===== config.mk =====
export PLATFORM = sky130hd
export DESIGN_NAME = timer_counter
export DESIGN_NICKNAME = d
export VERILOG_FILES = /design/src/hw/timer_pkg.sv /design/src/hw/timer_counter.sv /design/src/hw/edge_sync.sv
export SDC_FILE = /design/constraint.sdc
export NUM_CORES = 1
export LEC_CHECK = 0
export ABC_CLOCK_PERIOD_IN_PS = 2800
export BUFFER_PORTS_ARGS = -buffer_cell sky130_fd_sc_hd__buf_2
export CORE_MARGIN = 2
export CORE_UTILIZATION = 35
export CTS_CLUSTER_SIZE = 8
export DETAILED_ROUTE_END_ITERATION = 10
export GPL_TIMING_DRIVEN = 1
export PLACE_DENSITY = 0.59
export SLEW_MARGIN = 5
export SYNTH_ARGS = -nofsm -noshare
export SYNTH_HDL_FRONTEND = slang
export SYNTH_SLANG_ARGS = --single-unit

===== constraint.sdc =====
create_clock -name aclk -period 2.8 [get_ports aclk]
set_clock_uncertainty 0.05 [all_clocks]
set_input_delay 0.56 -clock aclk [delete_from_list [all_inputs] [get_ports aclk]]
set_output_delay 0.56 -clock aclk [all_outputs]
set_load 0.01 [all_outputs]

===== src/hw/timer_pkg.sv =====
// package: register map, field positions, reset values and timing for the timer/counter
package timer_pkg;
  localparam logic [7:0] ADDR_CONTROL = 8'h00;
  localparam logic [7:0] ADDR_COUNT = 8'h04;
  localparam logic [7:0] ADDR_STATUS = 8'h08;
  localparam logic [7:0] ADDR_MASK = 8'h0C;
  localparam int BIT_RUN = 7;
  localparam int BIT_NARROW = 6;
  localparam int BIT_SRC = 5;
  localparam int BIT_EDGE = 4;
  localparam int BIT_BYPASS = 3;
  localparam int BIT_PS_HI = 2;
  localparam int BIT_OVF = 0;
  localparam logic [7:0] CONTROL_RESET = 8'hFF;
  localparam logic [15:0] COUNT_RESET = 16'h0000;
  localparam logic [7:0] MASK_RESET = 8'h00;
  localparam logic [1:0] RESP_OKAY = 2'b00;
  localparam logic [1:0] RESP_SLVERR = 2'b10;
  // instruction cycle is four system clocks
  localparam int INSTR_DIV = 4;
endpackage : timer_pkg


===== src/hw/timer_counter.sv =====
// timer/counter with prescaler, external count pin and AXI4-Lite registers
`timescale 1ns/100ps
`default_nettype none
module timer_counter (
  // clock and reset
  input wire logic aclk,
  input wire logic aresetn,
  // write address
  input wire logic awvalid,
  output logic awready,
  input wire logic [7:0] awaddr,
  // write data
  input wire logic wvalid,
  output logic wready,
  input wire logic [31:0] wdata,
  input wire logic [3:0] wstrb,
  // write response
  output logic bvalid,
  input wire logic bready,
  output logic [1:0] bresp,
  // read address
  input wire logic arvalid,
  output logic arready,
  input wire logic [7:0] araddr,
  // read data
  output logic rvalid,
  input wire logic rready,
  output logic [31:0] rdata,
  output logic [1:0] rresp,
  // external count pin and interrupt
  input wire logic ext_count_pin,
  output logic irq
);
  import timer_pkg::*;

  typedef struct packed {
    logic [7:0] timer_control;
    logic [15:0] count;
    logic [7:0] prescale_cnt;
    logic [1:0] instr_div;
    logic overflow_flag;
    logic overflow_mask;
    logic aw_held;
    logic [7:0] aw_addr;
    logic w_held;
    logic [31:0] w_data;
    logic [3:0] w_strb;
    logic bvalid;
    logic [1:0] bresp;
    logic rvalid;
    logic [31:0] rdata;
    logic [1:0] rresp;
    logic irq;
  } timer_state_t;

  timer_state_t st_reg, st_next;
  logic ext_edge;

  function automatic logic [7:0] ratio_mask(input logic [2:0] code);
    // terminal count of the prescaler: ratio 2^(code+1) minus one
    ratio_mask = 8'((9'h002 << code) - 9'h001);
  endfunction : ratio_mask

  function automatic logic [7:0] merge_byte(input logic [7:0] old, input logic [31:0] d,
      input logic [3:0] strb);
    merge_byte = strb[0] ? d[7:0] : old;
  endfunction : merge_byte

  edge_sync u_edge_sync (
    .aclk(aclk),
    .aresetn(aresetn),
    .pin(ext_count_pin),
    .falling(st_reg.timer_control[BIT_EDGE]),
    .edge_pulse(ext_edge)
  );

  logic src_tick;
  logic count_tick;
  logic wrap;
  logic do_write;
  logic do_read;
  logic [15:0] count_inc;

  always_comb begin
    st_next = st_reg;
    src_tick = 1'b0;
    count_tick = 1'b0;
    wrap = 1'b0;
    count_inc = 16'h0000;
    do_write = 1'b0;
    do_read = 1'b0;

    // instruction-cycle clock enable
    st_next.instr_div = st_reg.instr_div + 2'd1;
    if (st_reg.timer_control[BIT_SRC]) begin
      src_tick = ext_edge;
    end else begin
      src_tick = (st_reg.instr_div == 2'(INSTR_DIV - 1));
    end

    // prescaler or bypass
    if (st_reg.timer_control[BIT_RUN] && src_tick) begin
      if (st_reg.timer_control[BIT_BYPASS]) begin
        count_tick = 1'b1;
      end else begin
        if ((st_reg.prescale_cnt & ratio_mask(st_reg.timer_control[BIT_PS_HI:0]))
            == ratio_mask(st_reg.timer_control[BIT_PS_HI:0])) begin
          count_tick = 1'b1;
          st_next.prescale_cnt = 8'h00;
        end else begin
          st_next.prescale_cnt = st_reg.prescale_cnt + 8'h01;
        end
      end
    end

    // counter and wrap
    if (count_tick) begin
      count_inc = st_reg.count + 16'h0001;
      if (st_reg.timer_control[BIT_NARROW]) begin
        st_next.count = {st_reg.count[15:8], count_inc[7:0]};
        wrap = (st_reg.count[7:0] == 8'hFF);
      end else begin
        st_next.count = count_inc;
        wrap = (st_reg.count == 16'hFFFF);
      end
    end

    // write channel: address and data in either order
    if (awvalid && !st_reg.aw_held) begin
      st_next.aw_held = 1'b1;
      st_next.aw_addr = awaddr;
    end
    if (wvalid && !st_reg.w_held) begin
      st_next.w_held = 1'b1;
      st_next.w_data = wdata;
      st_next.w_strb = wstrb;
    end
    if (st_reg.aw_held && st_reg.w_held && !st_reg.bvalid) begin
      do_write = 1'b1;
      st_next.aw_held = 1'b0;
      st_next.w_held = 1'b0;
      st_next.bvalid = 1'b1;
      st_next.bresp = RESP_OKAY;
      if (st_reg.aw_addr == ADDR_CONTROL) begin
        st_next.timer_control = merge_byte(st_reg.timer_control, st_reg.w_data,
            st_reg.w_strb);
      end else if (st_reg.aw_addr == ADDR_COUNT) begin
        if (st_reg.w_strb[0]) begin
          st_next.count[7:0] = st_reg.w_data[7:0];
        end
        if (st_reg.w_strb[1]) begin
          st_next.count[15:8] = st_reg.w_data[15:8];
        end
        st_next.prescale_cnt = 8'h00;
      end else if (st_reg.aw_addr == ADDR_STATUS) begin
        st_next.bresp = RESP_OKAY;
      end else if (st_reg.aw_addr == ADDR_MASK) begin
        if (st_reg.w_strb[0]) begin
          st_next.overflow_mask = st_reg.w_data[BIT_OVF];
        end
      end else begin
        st_next.bresp = RESP_SLVERR;
      end
    end
    if (st_reg.bvalid && bready) begin
      st_next.bvalid = 1'b0;
    end

    // read channel
    if (arvalid && !st_reg.rvalid) begin
      do_read = 1'b1;
      st_next.rvalid = 1'b1;
      st_next.rresp = RESP_OKAY;
      st_next.rdata = 32'h00000000;
      if (araddr == ADDR_CONTROL) begin
        st_next.rdata = {24'h000000, st_reg.timer_control};
      end else if (araddr == ADDR_COUNT) begin
        st_next.rdata = {16'h0000, st_reg.count};
      end else if (araddr == ADDR_STATUS) begin
        st_next.rdata = {31'h00000000, st_reg.overflow_flag};
        st_next.overflow_flag = 1'b0;
      end else if (araddr == ADDR_MASK) begin
        st_next.rdata = {31'h00000000, st_reg.overflow_mask};
      end else begin
        st_next.rresp = RESP_SLVERR;
      end
    end
    if (st_reg.rvalid && rready) begin
      st_next.rvalid = 1'b0;
    end

    // sticky flag: a new overflow wins over the read clear
    if (wrap) begin
      st_next.overflow_flag = 1'b1;
    end
    st_next.irq = st_next.overflow_flag & st_next.overflow_mask;
  end

  always_ff @(posedge aclk) begin
    if (!aresetn) begin
      st_reg <= '0;
      st_reg.timer_control <= CONTROL_RESET;
      st_reg.count <= COUNT_RESET;
      st_reg.overflow_mask <= MASK_RESET[0];
    end else begin
      st_reg <= st_next;
    end
  end

  assign awready = !st_reg.aw_held;
  assign wready = !st_reg.w_held;
  assign bvalid = st_reg.bvalid;
  assign bresp = st_reg.bresp;
  assign arready = !st_reg.rvalid;
  assign rvalid = st_reg.rvalid;
  assign rdata = st_reg.rdata;
  assign rresp = st_reg.rresp;
  assign irq = st_reg.irq;

  // the instruction-cycle divider is two bits wide
  if (INSTR_DIV != 4) begin : g_div_check
    $error("instruction divider must be four");
  end

  // checks
  a_wrap_sets_flag: assert property (@(posedge aclk) disable iff (!aresetn)
      wrap |=> st_reg.overflow_flag)
    else $error("overflow flag not set after wrap");
  a_narrow_wrap: assert property (@(posedge aclk) disable iff (!aresetn)
      (count_tick && st_reg.timer_control[BIT_NARROW] && st_reg.count[7:0] == 8'hFF
      && !do_write) |=> st_reg.count[7:0] == 8'h00)
    else $error("8-bit wrap did not reach zero");
  a_wide_wrap: assert property (@(posedge aclk) disable iff (!aresetn)
      (count_tick && !st_reg.timer_control[BIT_NARROW] && !do_write)
      |=> st_reg.count == $past(st_reg.count) + 16'h0001)
    else $error("16-bit count did not advance");
  a_halt_holds: assert property (@(posedge aclk) disable iff (!aresetn)
      !st_reg.timer_control[BIT_RUN] |-> !count_tick)
    else $error("counter ticked while halted");
  a_bypass_direct: assert property (@(posedge aclk) disable iff (!aresetn)
      (st_reg.timer_control[BIT_RUN] && st_reg.timer_control[BIT_BYPASS] && src_tick)
      |-> count_tick)
    else $error("bypass did not pass source tick");
  a_internal_rate: assert property (@(posedge aclk) disable iff (!aresetn)
      (!st_reg.timer_control[BIT_SRC] && src_tick) |=> !src_tick [*3])
    else $error("internal tick faster than instruction cycle");
  a_prescale_gap: assert property (@(posedge aclk) disable iff (!aresetn)
      (count_tick && !st_reg.timer_control[BIT_BYPASS]) |-> st_reg.prescale_cnt
      == ratio_mask(st_reg.timer_control[BIT_PS_HI:0]))
    else $error("prescaler fired at wrong count");
  a_ext_source: assert property (@(posedge aclk) disable iff (!aresetn)
      st_reg.timer_control[BIT_SRC] |-> (src_tick == ext_edge))
    else $error("external source not followed");
  a_irq_follows: assert property (@(posedge aclk) disable iff (!aresetn)
      wrap && st_reg.overflow_mask |=> irq)
    else $error("interrupt not raised on overflow");
  a_ctrl_readback: assert property (@(posedge aclk) disable iff (!aresetn)
      (do_read && araddr == ADDR_CONTROL)
      |=> rdata[7:0] == $past(st_reg.timer_control))
    else $error("control readback mismatch");
  a_reset_ones: assert property (@(posedge aclk)
      $rose(aresetn) |-> st_reg.timer_control == CONTROL_RESET)
    else $error("control not all ones after reset");

  // register bus and flag behaviour
  a_status_clears: assert property (@(posedge aclk) disable iff (!aresetn)
      (do_read && araddr == ADDR_STATUS && !wrap) |=> !st_reg.overflow_flag)
    else $error("status read did not clear the flag");
  a_irq_level: assert property (@(posedge aclk) disable iff (!aresetn)
      irq == (st_reg.overflow_flag && st_reg.overflow_mask))
    else $error("interrupt does not follow flag and mask");
  a_ctrl_write: assert property (@(posedge aclk) disable iff (!aresetn)
      (do_write && st_reg.aw_addr == ADDR_CONTROL && st_reg.w_strb[0])
      |=> st_reg.timer_control == $past(st_reg.w_data[7:0]))
    else $error("control write did not land");
  a_bad_read_resp: assert property (@(posedge aclk) disable iff (!aresetn)
      (do_read && araddr != ADDR_CONTROL && araddr != ADDR_COUNT
      && araddr != ADDR_STATUS && araddr != ADDR_MASK) |=> rresp == RESP_SLVERR)
    else $error("unmapped read not refused");
  a_bad_write_resp: assert property (@(posedge aclk) disable iff (!aresetn)
      (do_write && st_reg.aw_addr != ADDR_CONTROL && st_reg.aw_addr != ADDR_COUNT
      && st_reg.aw_addr != ADDR_STATUS && st_reg.aw_addr != ADDR_MASK)
      |=> bresp == RESP_SLVERR)
    else $error("unmapped write not refused");
  a_bvalid_holds: assert property (@(posedge aclk) disable iff (!aresetn)
      (bvalid && !bready) |=> bvalid && $stable(bresp))
    else $error("write response dropped before bready");
  a_rvalid_holds: assert property (@(posedge aclk) disable iff (!aresetn)
      (rvalid && !rready) |=> rvalid && $stable(rdata))
    else $error("read data dropped before rready");

  // counting path
  a_narrow_upper: assert property (@(posedge aclk) disable iff (!aresetn)
      (count_tick && st_reg.timer_control[BIT_NARROW] && !do_write)
      |=> st_reg.count[15:8] == $past(st_reg.count[15:8]))
    else $error("8-bit mode disturbed the upper byte");
  a_wide_carry: assert property (@(posedge aclk) disable iff (!aresetn)
      (count_tick && !st_reg.timer_control[BIT_NARROW] && st_reg.count == 16'hFFFF
      && !do_write) |=> st_reg.count == 16'h0000)
    else $error("16-bit wrap did not reach zero");
  a_wrap_on_tick: assert property (@(posedge aclk) disable iff (!aresetn)
      wrap |-> count_tick)
    else $error("overflow without a count tick");
  a_edge_single: assert property (@(posedge aclk) disable iff (!aresetn)
      ext_edge |=> !ext_edge)
    else $error("pin edge pulse longer than one cycle");
  a_prescale_clear: assert property (@(posedge aclk) disable iff (!aresetn)
      (do_write && st_reg.aw_addr == ADDR_COUNT) |=> st_reg.prescale_cnt == 8'h00)
    else $error("count write did not restart the prescaler");
  a_tick_needs_src: assert property (@(posedge aclk) disable iff (!aresetn)
      !src_tick |-> !count_tick)
    else $error("count tick without a source tick");
  a_halt_prescale: assert property (@(posedge aclk) disable iff (!aresetn)
      (!st_reg.timer_control[BIT_RUN] && !do_write)
      |=> st_reg.prescale_cnt == $past(st_reg.prescale_cnt))
    else $error("prescaler moved while halted");

  c_overflow: cover property (@(posedge aclk) disable iff (!aresetn) wrap);
  c_ext_count: cover property (@(posedge aclk) disable iff (!aresetn)
      count_tick && st_reg.timer_control[BIT_SRC]);
  c_irq: cover property (@(posedge aclk) disable iff (!aresetn) $rose(irq));
  c_wide_mode: cover property (@(posedge aclk) disable iff (!aresetn)
      wrap && !st_reg.timer_control[BIT_NARROW]);
  c_slow_ratio: cover property (@(posedge aclk) disable iff (!aresetn)
      count_tick && !st_reg.timer_control[BIT_BYPASS] && st_reg.timer_control[2:0] == 3'h7);
endmodule : timer_counter
`default_nettype wire


===== src/hw/edge_sync.sv =====
// pin synchroniser with selectable edge detection
`timescale 1ns/100ps
`default_nettype none
module edge_sync (
  // clock and reset
  input wire logic aclk,
  input wire logic aresetn,
  // pin and edge choice
  input wire logic pin,
  input wire logic falling,
  // one-cycle pulse on the chosen edge
  output logic edge_pulse
);
  typedef struct packed {
    logic s1;
    logic s2;
    logic s3;
    logic pulse;
  } sync_state_t;
  sync_state_t st_reg, st_next;

  always_comb begin
    st_next = st_reg;
    st_next.s1 = pin;
    st_next.s2 = st_reg.s1;
    st_next.s3 = st_reg.s2;
    if (falling) begin
      st_next.pulse = st_reg.s3 & ~st_reg.s2;
    end else begin
      st_next.pulse = ~st_reg.s3 & st_reg.s2;
    end
  end

  always_ff @(posedge aclk) begin
    if (!aresetn) begin
      st_reg <= '0;
    end else begin
      st_reg <= st_next;
    end
  end

  assign edge_pulse = st_reg.pulse;
endmodule : edge_sync
`default_nettype wire


==> reports/qor.yml, run 1 <==
netlist_instances: 463
drv_slew: 0
synth-main-ff-cell: "dfxtp_1"
grt_first_pass_wirelength_um: 14000
clkLatencyLatePin_ns: 0.33
row_count: 38
met3_length_um: 639
route.detailed.drc: 0
clockBufferDepth: 2
r2r_end: "st_reg[91]"
drt-met1-wl_um: 4190
synth-simple-area-share_pct: 24.7
wire_per_inst_um: 13.1
synth_compound_area_share_pct: 12.7
cts_max_level: 3
grt_pass1_vias: 2974
cp-endpoint: "st_reg[91]"
holdCritPathClass: "flop to flop"
worst_ep_arrival_time_ns: 2.49
finalCriticalPeriod_ns: 2.28
crit_path_end_kind: "flop"
power.density_nw_per_um2: 574
reg2regPathDepth: 7
synth-adder-area-share_pct: 0.951
dp_hpwl_um: 6320
holdCritStartpoint: "st_reg[87]"
rrSetupSlack_ns: 0.52
place_area_um2: 4200
dieWidth_um: 110
tns_ns: 0
pin_count: 102
drt_iter0_markers: 207
ys_types: 46
portBuffers: 65
maxCapViolations: 0
synth_xor_area_share_pct: 3.55
cts_tree: "done"
status: "complete, no violations"
die_area_um2: 12100
top_layer: "met4"
grt_antenna_before_repair: 0
drt_pass1_iterations: 4
cts_resized: 0
ys_warn_count: 0
fin_crit_sh_pct: 81.4
gp_congestion: 0.769
globalRouteOverflowTotal: 0
fmax_mhz: 439
fin_total_pwr_w: 0.00256
root_buffer: "clkbuf_16"
vias: 3182
setup_viol: 0
ys_seq_elements: 89
hold_viol: 0
max-slew-margin-rel_pct: 44.3
synth_area_um2: 3950
worst_pin_slew_ns: 0.834
setup.worst_path.start_class: "flop"
grt_usage_pct: 14.7
layoutNonFillerInstCount: 652
critPathKind: "flop to flop"
async_flop_share_pct: 0
yosysSeqAreaShare_pct: 45.1
drive_above_1_share_pct: 18.4
layout_common_cells: "dfxtp_1, nand2_1, buf_2"
routed-wl-met2_um: 3690
syn_area_per_cell_um2: 8.53
r2r-start: "st_reg[87]"
core_area_um2: 10900
antenna_cells_inserted: 0
ir_drop_v: 0.000249
synth_mux_area_share_pct: 3.39
cts.sinks: 89
drt_wl_total_um: 8570
area_delta_synth_final_pct: 13.1
dieHeight_um: 110
via_per_inst: 4.88
largest_reg_flops: 64
ctsHoldBuffers: 0
power_leakage_nw: 1.78
required_ns: 3.01
postCtsSetupBuffers: 0
antenna_left: 0
synth_top_family_by_area: "simple AND/OR/NAND/NOR gates"
start_util_pct: 36.1
startpoint: "st_reg[87]"
final_area_um2: 4470
path_max_fanout: 8
synth_edf_count: 0
clk_pin_slew_ns: 0.06
layout.nets: 571
layout_commonest_cell: "dfxtp_1"
cts_made_buffers: 9
placed_cells: 637
rsz0062_at_grt: "no"
grt_max_degree: 52
==> layout make-up <==
cell class                      count  area [um^2]
Tap cell                          140          175
Sequential cell                    89         1780
Timing Repair Buffer               71          370
Fill cell                        1141         6470
Multi-Input combinational cell    331         1850
Inverter                            6         22.5
Clock inverter                      3         17.5
Clock buffer                       12          246
==> critical path, stage by stage (launching register included) <==
cell	delay, ns
dfxtp_1	0.34
ha_1	0.15
mux2_2	0.16
nand2_1	0.18
nor2_1	0.48
nand2b_1	0.21
or3b_2	0.49
a21oi_1	0.14
==> Yosys cell counts (2+ instances only) <==
| cell type | number | area [um^2] |
|---|---|---|
| a21oi_1 | 38 | 190 |
| nand3_1 | 15 | 75.1 |
| nor2b_1 | 7 | 43.8 |
| nor3_2 | 2 | 20.0 |
| and2_1 | 5 | 31.3 |
| a222oi_1 | 7 | 70.1 |
| o21ai_0 | 22 | 110 |
| nor2_1 | 41 | 154 |
| dfxtp_1 | 89 | 1780 |
| or4_4 | 2 | 22.5 |
| nand4_1 | 3 | 18.8 |
| nor3_1 | 7 | 35.0 |
| clkbuf_1 | 15 | 56.3 |
| nand2b_1 | 5 | 31.3 |
| xnor2_1 | 16 | 140 |
| nor4b_1 | 2 | 17.5 |
| mux2i_1 | 10 | 100 |
| and3_1 | 5 | 31.3 |
| nand2_1 | 80 | 300 |
| inv_1 | 5 | 18.8 |
| a31oi_1 | 2 | 12.5 |
| or3_1 | 3 | 18.8 |
| nor4_1 | 10 | 62.6 |
| buf_4 | 36 | 270 |
| buf_6 | 2 | 22.5 |
| nand3b_1 | 4 | 30.0 |
| a22oi_1 | 9 | 67.6 |
| ha_1 | 3 | 37.5 |
==> how the worst min path moves through the flow <==
stage                             end  slack [ns]  cells past startpoint
2_1_floorplan              st_reg[87]        0.35                      1
3_3_place_gp               st_reg[87]        0.36                      1
3_5_place_dp   u_edge_sync.st_next[1]        0.37                      1
4_1_cts        u_edge_sync.st_next[2]        0.37                      2
5_1_grt                    st_reg[87]        0.39                      1
6_report                   st_reg[87]        0.38                      1
==> stage by stage <==
step                hold slack (ns)  worst slack [ns]  utilization [%]
floorplan                     0.349             0.537                -
global placement              0.358             0.314             38.4
detailed placement            0.370             0.261             38.4
CTS                           0.373             0.529             40.9
global route                  0.394             0.339             40.9
finish                        0.379             0.521             40.9
==> layer usage <==
| metal | global-route usage [%] | vias to the layer above |
|---|---|---|
| li1 | - | 1640 |
| met1 | 19.7 | 1446 |
| met5 | 0 | - |
| met2 | 22.3 | 92 |
| met4 | 4.11 | 0 |
| met3 | 5.17 | 4 |
==> where the power goes <==
part           total [W]  switching [W]  internal (W)
registers        0.00133      0.0000253       0.00130
clock network    0.00107       0.000456      0.000618
logic           0.000164      0.0000988     0.0000650
total            0.00256       0.000580       0.00198
==> cell families after synthesis <==
family          Yosys count
compound gates           84
xor+xnor                 16
fa+ha+maj                 3
buf+inv                  60
flops                    89
mux                      12
other cells               1
simple gates            198
No activity file was read; power rests on OpenSTA's default activity.
==> run 2: changes to the inputs <==
--- a/config.mk
+++ b/config.mk
@@ -5,7 +5,7 @@
 export SDC_FILE = /design/constraint.sdc
 export NUM_CORES = 1
 export LEC_CHECK = 0
-export ABC_CLOCK_PERIOD_IN_PS = 2800
+export ABC_CLOCK_PERIOD_IN_PS = 2300
 export BUFFER_PORTS_ARGS = -buffer_cell sky130_fd_sc_hd__buf_2
 export CORE_MARGIN = 2
 export CORE_UTILIZATION = 35
==> constraint.sdc (replaced) <==
create_clock -name aclk -period 2.3 [get_ports aclk]
set_clock_uncertainty 0.05 [all_clocks]
set_input_delay 0.46 -clock aclk [delete_from_list [all_inputs] [get_ports aclk]]
set_output_delay 0.46 -clock aclk [all_outputs]
set_load 0.01 [all_outputs]
==> run 2 against run 1 <==
Net effect: cell area up 1.5%; clock power rose by 25%; critical path depth down 1; worst hold slack got worse by 0.091 ns; via count increased by 2.1%; die area unchanged; global-route usage is 0.31 points higher; setup slack got worse by 0.35 ns; register-to-register slack lost 0.35 ns; wire length increased by 1.8%; critical endpoint is now st_reg[113].
==> reports/qor.yml, run 2 (synthesized netlist as in run 1, its figures left out) <==
status: "complete, no violations"
fmax_mhz: 470
setup.worst_path.start_class: "flop"
layout.nets: 578
hold_viol: 0
grt_first_pass_wirelength_um: 14200
layout_common_cells: "dfxtp_1, nand2_1, buf_2"
maxCapViolations: 0
cp_cell_sequence: "or4_1, nor4_4, nand2_1, or3_1, nand2_1, nand3_1"
cts_max_level: 3
drt_pass1_iterations: 4
power_leakage_nw: 1.83
clk_pin_slew_ns: 0.06
setup_viol: 0
tns_ns: 0
die_area_um2: 12100
place_area_um2: 4260
drv_slew: 0
antenna_left: 0
required_ns: 2.43
path_max_fanout: 8
wire_per_inst_um: 13.2
ir_drop_v: 0.000405
cts_made_buffers: 9
postCtsSetupBuffers: 0
grt_max_degree: 27
finalCriticalPeriod_ns: 2.13
via_per_inst: 4.92
slowest_delay_ns: 0.57
dp_hpwl_um: 6490
core_area_um2: 10900
dieHeight_um: 110
drt_iter0_markers: 135
pin_count: 102
largest_reg_flops: 64
worst_ep_arrival_time_ns: 2.26
cts_tree: "done"
crit_path_end_kind: "flop"
critPathKind: "flop to flop"
vias: 3248
final_area_um2: 4530
drive_above_1_share_pct: 19.8
power.density_nw_per_um2: 696
cts.sinks: 89
grt_pass1_vias: 2980
grt_antenna_before_repair: 0
row_count: 38
dieWidth_um: 110
cts_resized: 0
layout_commonest_cell: "dfxtp_1"
fin_crit_sh_pct: 92.6
route.detailed.drc: 0
area_delta_synth_final_pct: 14.8
root_buffer: "clkbuf_16"
drt_wl_total_um: 8730
fill_cells: 1110
antenna_cells_inserted: 0
critPathSlowestCell: "or4_1"
gp_congestion: 0.763
clockBufferDepth: 2
grt_usage_pct: 15.0
hold_ws_ns: 0.289
holdCritPathClass: "input port to flop"
portBuffers: 65
worst_pin_slew_ns: 0.612
max-slew-margin-rel_pct: 59.1
cp_common_cell: "nand2_1"
rsz0062_at_grt: "no"
finish.utilization_pct: 41.5
ctsHoldBuffers: 0
clkLatencyLatePin_ns: 0.33
start_util_pct: 36.1
globalRouteOverflowTotal: 0
run 2: worst paths after layout:
check | startpoint | endpoint | slack [ns] | cells past startpoint
max | st_reg[76] | st_reg[113] | 0.17 | 6
min | ext_count_pin | u_edge_sync.st_next[2] | 0.29 | 2
max reg2reg | st_reg[76] | st_reg[113] | 0.17 | 6
min reg2reg | st_reg[87] | st_reg[87] | 0.38 | 1
run 2: power breakdown:
part	switching (W)	leakage, nW	total, W	internal, W
Clock	0.000552	0.139	0.00134	0.000786
Sequential	0.0000298	0.724	0.00161	0.00158
Combinational	0.000123	0.967	0.000206	0.0000828
Total	0.000704	1.83	0.00316	0.00245
run 2: cell type report:
| class | count | area [um^2] | share of cell area, % |
|---|---|---|---|
| clock inverter | 3 | 15.0 | 0.331 |
| inverter | 6 | 22.5 | 0.497 |
| clock buffer | 13 | 260 | 5.74 |
| multi-input combinational | 331 | 1860 | 40.9 |
| timing repair buffer | 78 | 423 | 9.33 |
| sequential | 89 | 1780 | 39.3 |
| tap | 140 | 175 | 3.86 |
run 2: per-stage QoR:
stage               total power (W)  worst slack [ns]  std cells
global route                0.00330            0.0152        660
finish                      0.00316             0.171        660
floorplan                   0.00180             0.137        480
global placement            0.00185            0.0487        644
CTS                         0.00319             0.133        660
detailed placement          0.00186            0.0515        644
run 2: worst max-delay path: cells and delay by family (launching register included):
kind	cells	cell delay [ns]
AND/OR/NAND/NOR	6	1.63
flip-flops	1	0.31
run 2: routing by layer:
metal	wire [um]	GRT usage (%)	vias to the layer above
li1	-	-	1656
met1	4300	21.1	1483
met2	3740	22.3	105
met3	637	4.29	4
met4	54	4.20	0
met5	0	0	-
==> run 3: changes to the inputs <==
--- a/config.mk
+++ b/config.mk
@@ -5,6 +5,7 @@
 export SDC_FILE = /design/constraint.sdc
 export NUM_CORES = 1
 export LEC_CHECK = 0
+export ABC_AREA = 1
 export ABC_CLOCK_PERIOD_IN_PS = 2300
 export BUFFER_PORTS_ARGS = -buffer_cell sky130_fd_sc_hd__buf_2
 export CORE_MARGIN = 2
@@ -12,7 +13,7 @@
 export CTS_CLUSTER_SIZE = 8
 export DETAILED_ROUTE_END_ITERATION = 10
 export GPL_TIMING_DRIVEN = 1
-export PLACE_DENSITY = 0.59
+export PLACE_DENSITY = 0.58
 export SLEW_MARGIN = 5
 export SYNTH_ARGS = -nofsm -noshare
 export SYNTH_HDL_FRONTEND = slang
==> run 3 against run 2 <==
Net effect: cell area up 13%; cell count is 34% higher; first-iteration DRC count rose by 59%; via count is 28% higher; sequential share of layout area shrank 4.5 points; combinational power increased by 39%; maximum frequency is 9.4% higher; die area grew 15%; synthesized cell count is 43% higher; setup slack better by 0.18 ns; global-route usage rose by 1.3 points; highest routed layer unchanged.
==> reports/qor.yml, run 3 <==
antenna_cells_inserted: 0
cp_cell_sequence: "ha_1, nand2_1, nor3_4, nand3_1, nor3_1, nand3_1, nand2_1, nand2_1, nor2_1, nor2_1"
core_area_um2: 12700
cts_tree: "done"
synth_area_um2: 4550
drt_iter0_markers: 215
dieHeight_um: 118
crit_path_end_kind: "flop"
netlist_instances: 660
pin_count: 102
critPathKind: "flop to flop"
rrSetupSlack_ns: 0.35
layout_commonest_cell: "nand2_1"
clk_pin_slew_ns: 0.06
cts.sinks: 89
start_util_pct: 35.9
worst_pin_slew_ns: 0.700
synthTopCellsByCount: "nand2_1, nor2_1, dfxtp_1"
slowest_delay_ns: 0.39
syn_area_per_cell_um2: 6.89
rsz0062_at_grt: "no"
yosysSeqAreaShare_pct: 39.2
root_buffer: "clkbuf_16"
critPathSlowestCell: "dfxtp_1"
path_max_fanout: 6
portBuffers: 65
wire_per_inst_um: 12.4
holdCritPathClass: "input port to flop"
gp_congestion: 0.878
reg2regPathDepth: 10
drt_wl_total_um: 10900
r2r_end: "st_reg[109]"
hold_ws_ns: 0.249
critical-path-top-delay-family: "simple AND/OR/NAND/NOR gates"
synth-main-ff-cell: "dfxtp_1"
ys_warn_count: 0
globalRouteOverflowTotal: 0
drv_slew: 0
route.detailed.drc: 0
synth.most_common_cell: "nand2_1"
clkLatencyLatePin_ns: 0.34
clockBufferDepth: 2
fin_crit_sh_pct: 84.6
vias: 4157
layout.nets: 770
dieWidth_um: 118
cts_made_buffers: 9
synth_edf_count: 0
setup.worst_path.start_class: "flop"
finalCriticalPeriod_ns: 1.95
grt_usage_pct: 16.3
ys_seq_elements: 89
yosysTopAreaCell: "dfxtp_1"
worstHoldPathCells: 2
antenna_left: 0
synth_top_area_share_pct: 39.2
hold_viol: 0
tns_ns: 0
die_area_um2: 13900
async_flop_share_pct: 0
drive_above_1_share_pct: 14.2
maxCapViolations: 0
grt_max_degree: 52
power_leakage_nw: 2.45
cts_resized: 0
largest_reg_flops: 64
max-slew-margin-rel_pct: 52.9
ir_drop_v: 0.000295
crit_buf_inv: 0
worst_ep_arrival_time_ns: 2.12
ctsHoldBuffers: 0
synth.area.top_cells: "dfxtp_1, nand2_1, nor2_1, inv_1, buf_4"
drt_pass1_iterations: 5
dp_hpwl_um: 8170
grt_first_pass_wirelength_um: 18500
cts_max_level: 3
ys_types: 38
grt_pass1_vias: 3877
required_ns: 2.48
row_count: 41
power.density_nw_per_um2: 643
holdCritStartpoint: "bready"
cp_common_cell: "nand2_1"
setup_viol: 0
area_delta_synth_final_pct: 12.7
holdPathEnd: "bvalid"
status: "complete, no violations"
grt_antenna_before_repair: 0
r2r-start: "st_reg[97]"
via_per_inst: 4.70
layout_common_cells: "nand2_1, nor2_1, dfxtp_1"
fin_total_pwr_w: 0.00330
postCtsSetupBuffers: 0
fmax_mhz: 514
==> run 3: changes by cell type after synthesis, sizes merged, moves of 14 or more <==
| cell | change |
|---|---|
| inv | +79 |
| nand2 | +42 |
| nand3 | +26 |
| nor2 | +77 |
| o21ai | +31 |
| xnor2 | -14 |
==> run 3: report_power, final <==
group	total, W	leakage (nW)	internal (W)	switching (W)
registers	0.00164	0.727	0.00161	0.0000376
logic	0.000287	1.59	0.000102	0.000185
clock network	0.00137	0.133	0.000763	0.000603
total	0.00330	2.45	0.00247	0.000826
==> run 3: how the worst max path moves through the flow <==
stage / start / to / slack [ns] / depth (start not counted)
2_1_floorplan: st_reg[97] / st_reg[109] / 0.68 / 10
3_3_place_gp: araddr[7] / rdata[6] / 0.37 / 8
3_5_place_dp: araddr[7] / rdata[6] / 0.35 / 8
4_1_cts: st_reg[113] / st_reg[105] / 0.34 / 12
5_1_grt: st_reg[113] / st_reg[105] / 0.1 / 12
6_report: st_reg[97] / st_reg[109] / 0.35 / 10
==> run 3: area by class of cell <==
| cell class | count | area [um^2] |
|---|---|---|
| flip-flops and latches | 89 | 1780 |
| repair buffers | 73 | 385 |
| multi-input cells | 447 | 2140 |
| inverters | 87 | 327 |
| clock inverters | 4 | 26.3 |
| fillers | 1369 | 7540 |
| clock buffers | 12 | 246 |
| well taps | 172 | 215 |
==> run 3: kinds of logic (layout without fill, tap and decap cells) <==
group,after synthesis,after routing,share of synthesized area [%]
adders and majority gates,3,3,0.826
and+or+nand+nor,301,301,28.0
xor gates and xnor gates,12,12,2.31
DFF,89,89,39.2
other,1,18,0.0825
AOI/OAI and AO/OA,113,113,14.6
buffers and inverters,141,176,15.1
==> run 3: routing by layer <==
| metal | share of wire [%] | track usage (%) | vias up |
|---|---|---|---|
| li1 | - | - | 2150 |
| met1 | 49 | 22.3 | 1871 |
| met2 | 44 | 25.1 | 123 |
| met3 | 5.9 | 2.96 | 13 |
| met4 | 1.7 | 6.70 | 0 |
| met5 | 0 | 0 | - |
==> run 3: metrics by stage <==
step | worst slack (ns) | std cells | utilization, % | cell area (um^2)
after floorplan | 0.684 | 677 | - | 4610
after global placement | 0.374 | 868 | 38.3 | 4850
after detailed placement | 0.355 | 868 | 38.3 | 4850
after CTS | 0.344 | 884 | 40.5 | 5130
after global routing | 0.0984 | 884 | 40.5 | 5130
final | 0.354 | 884 | 40.5 | 5130
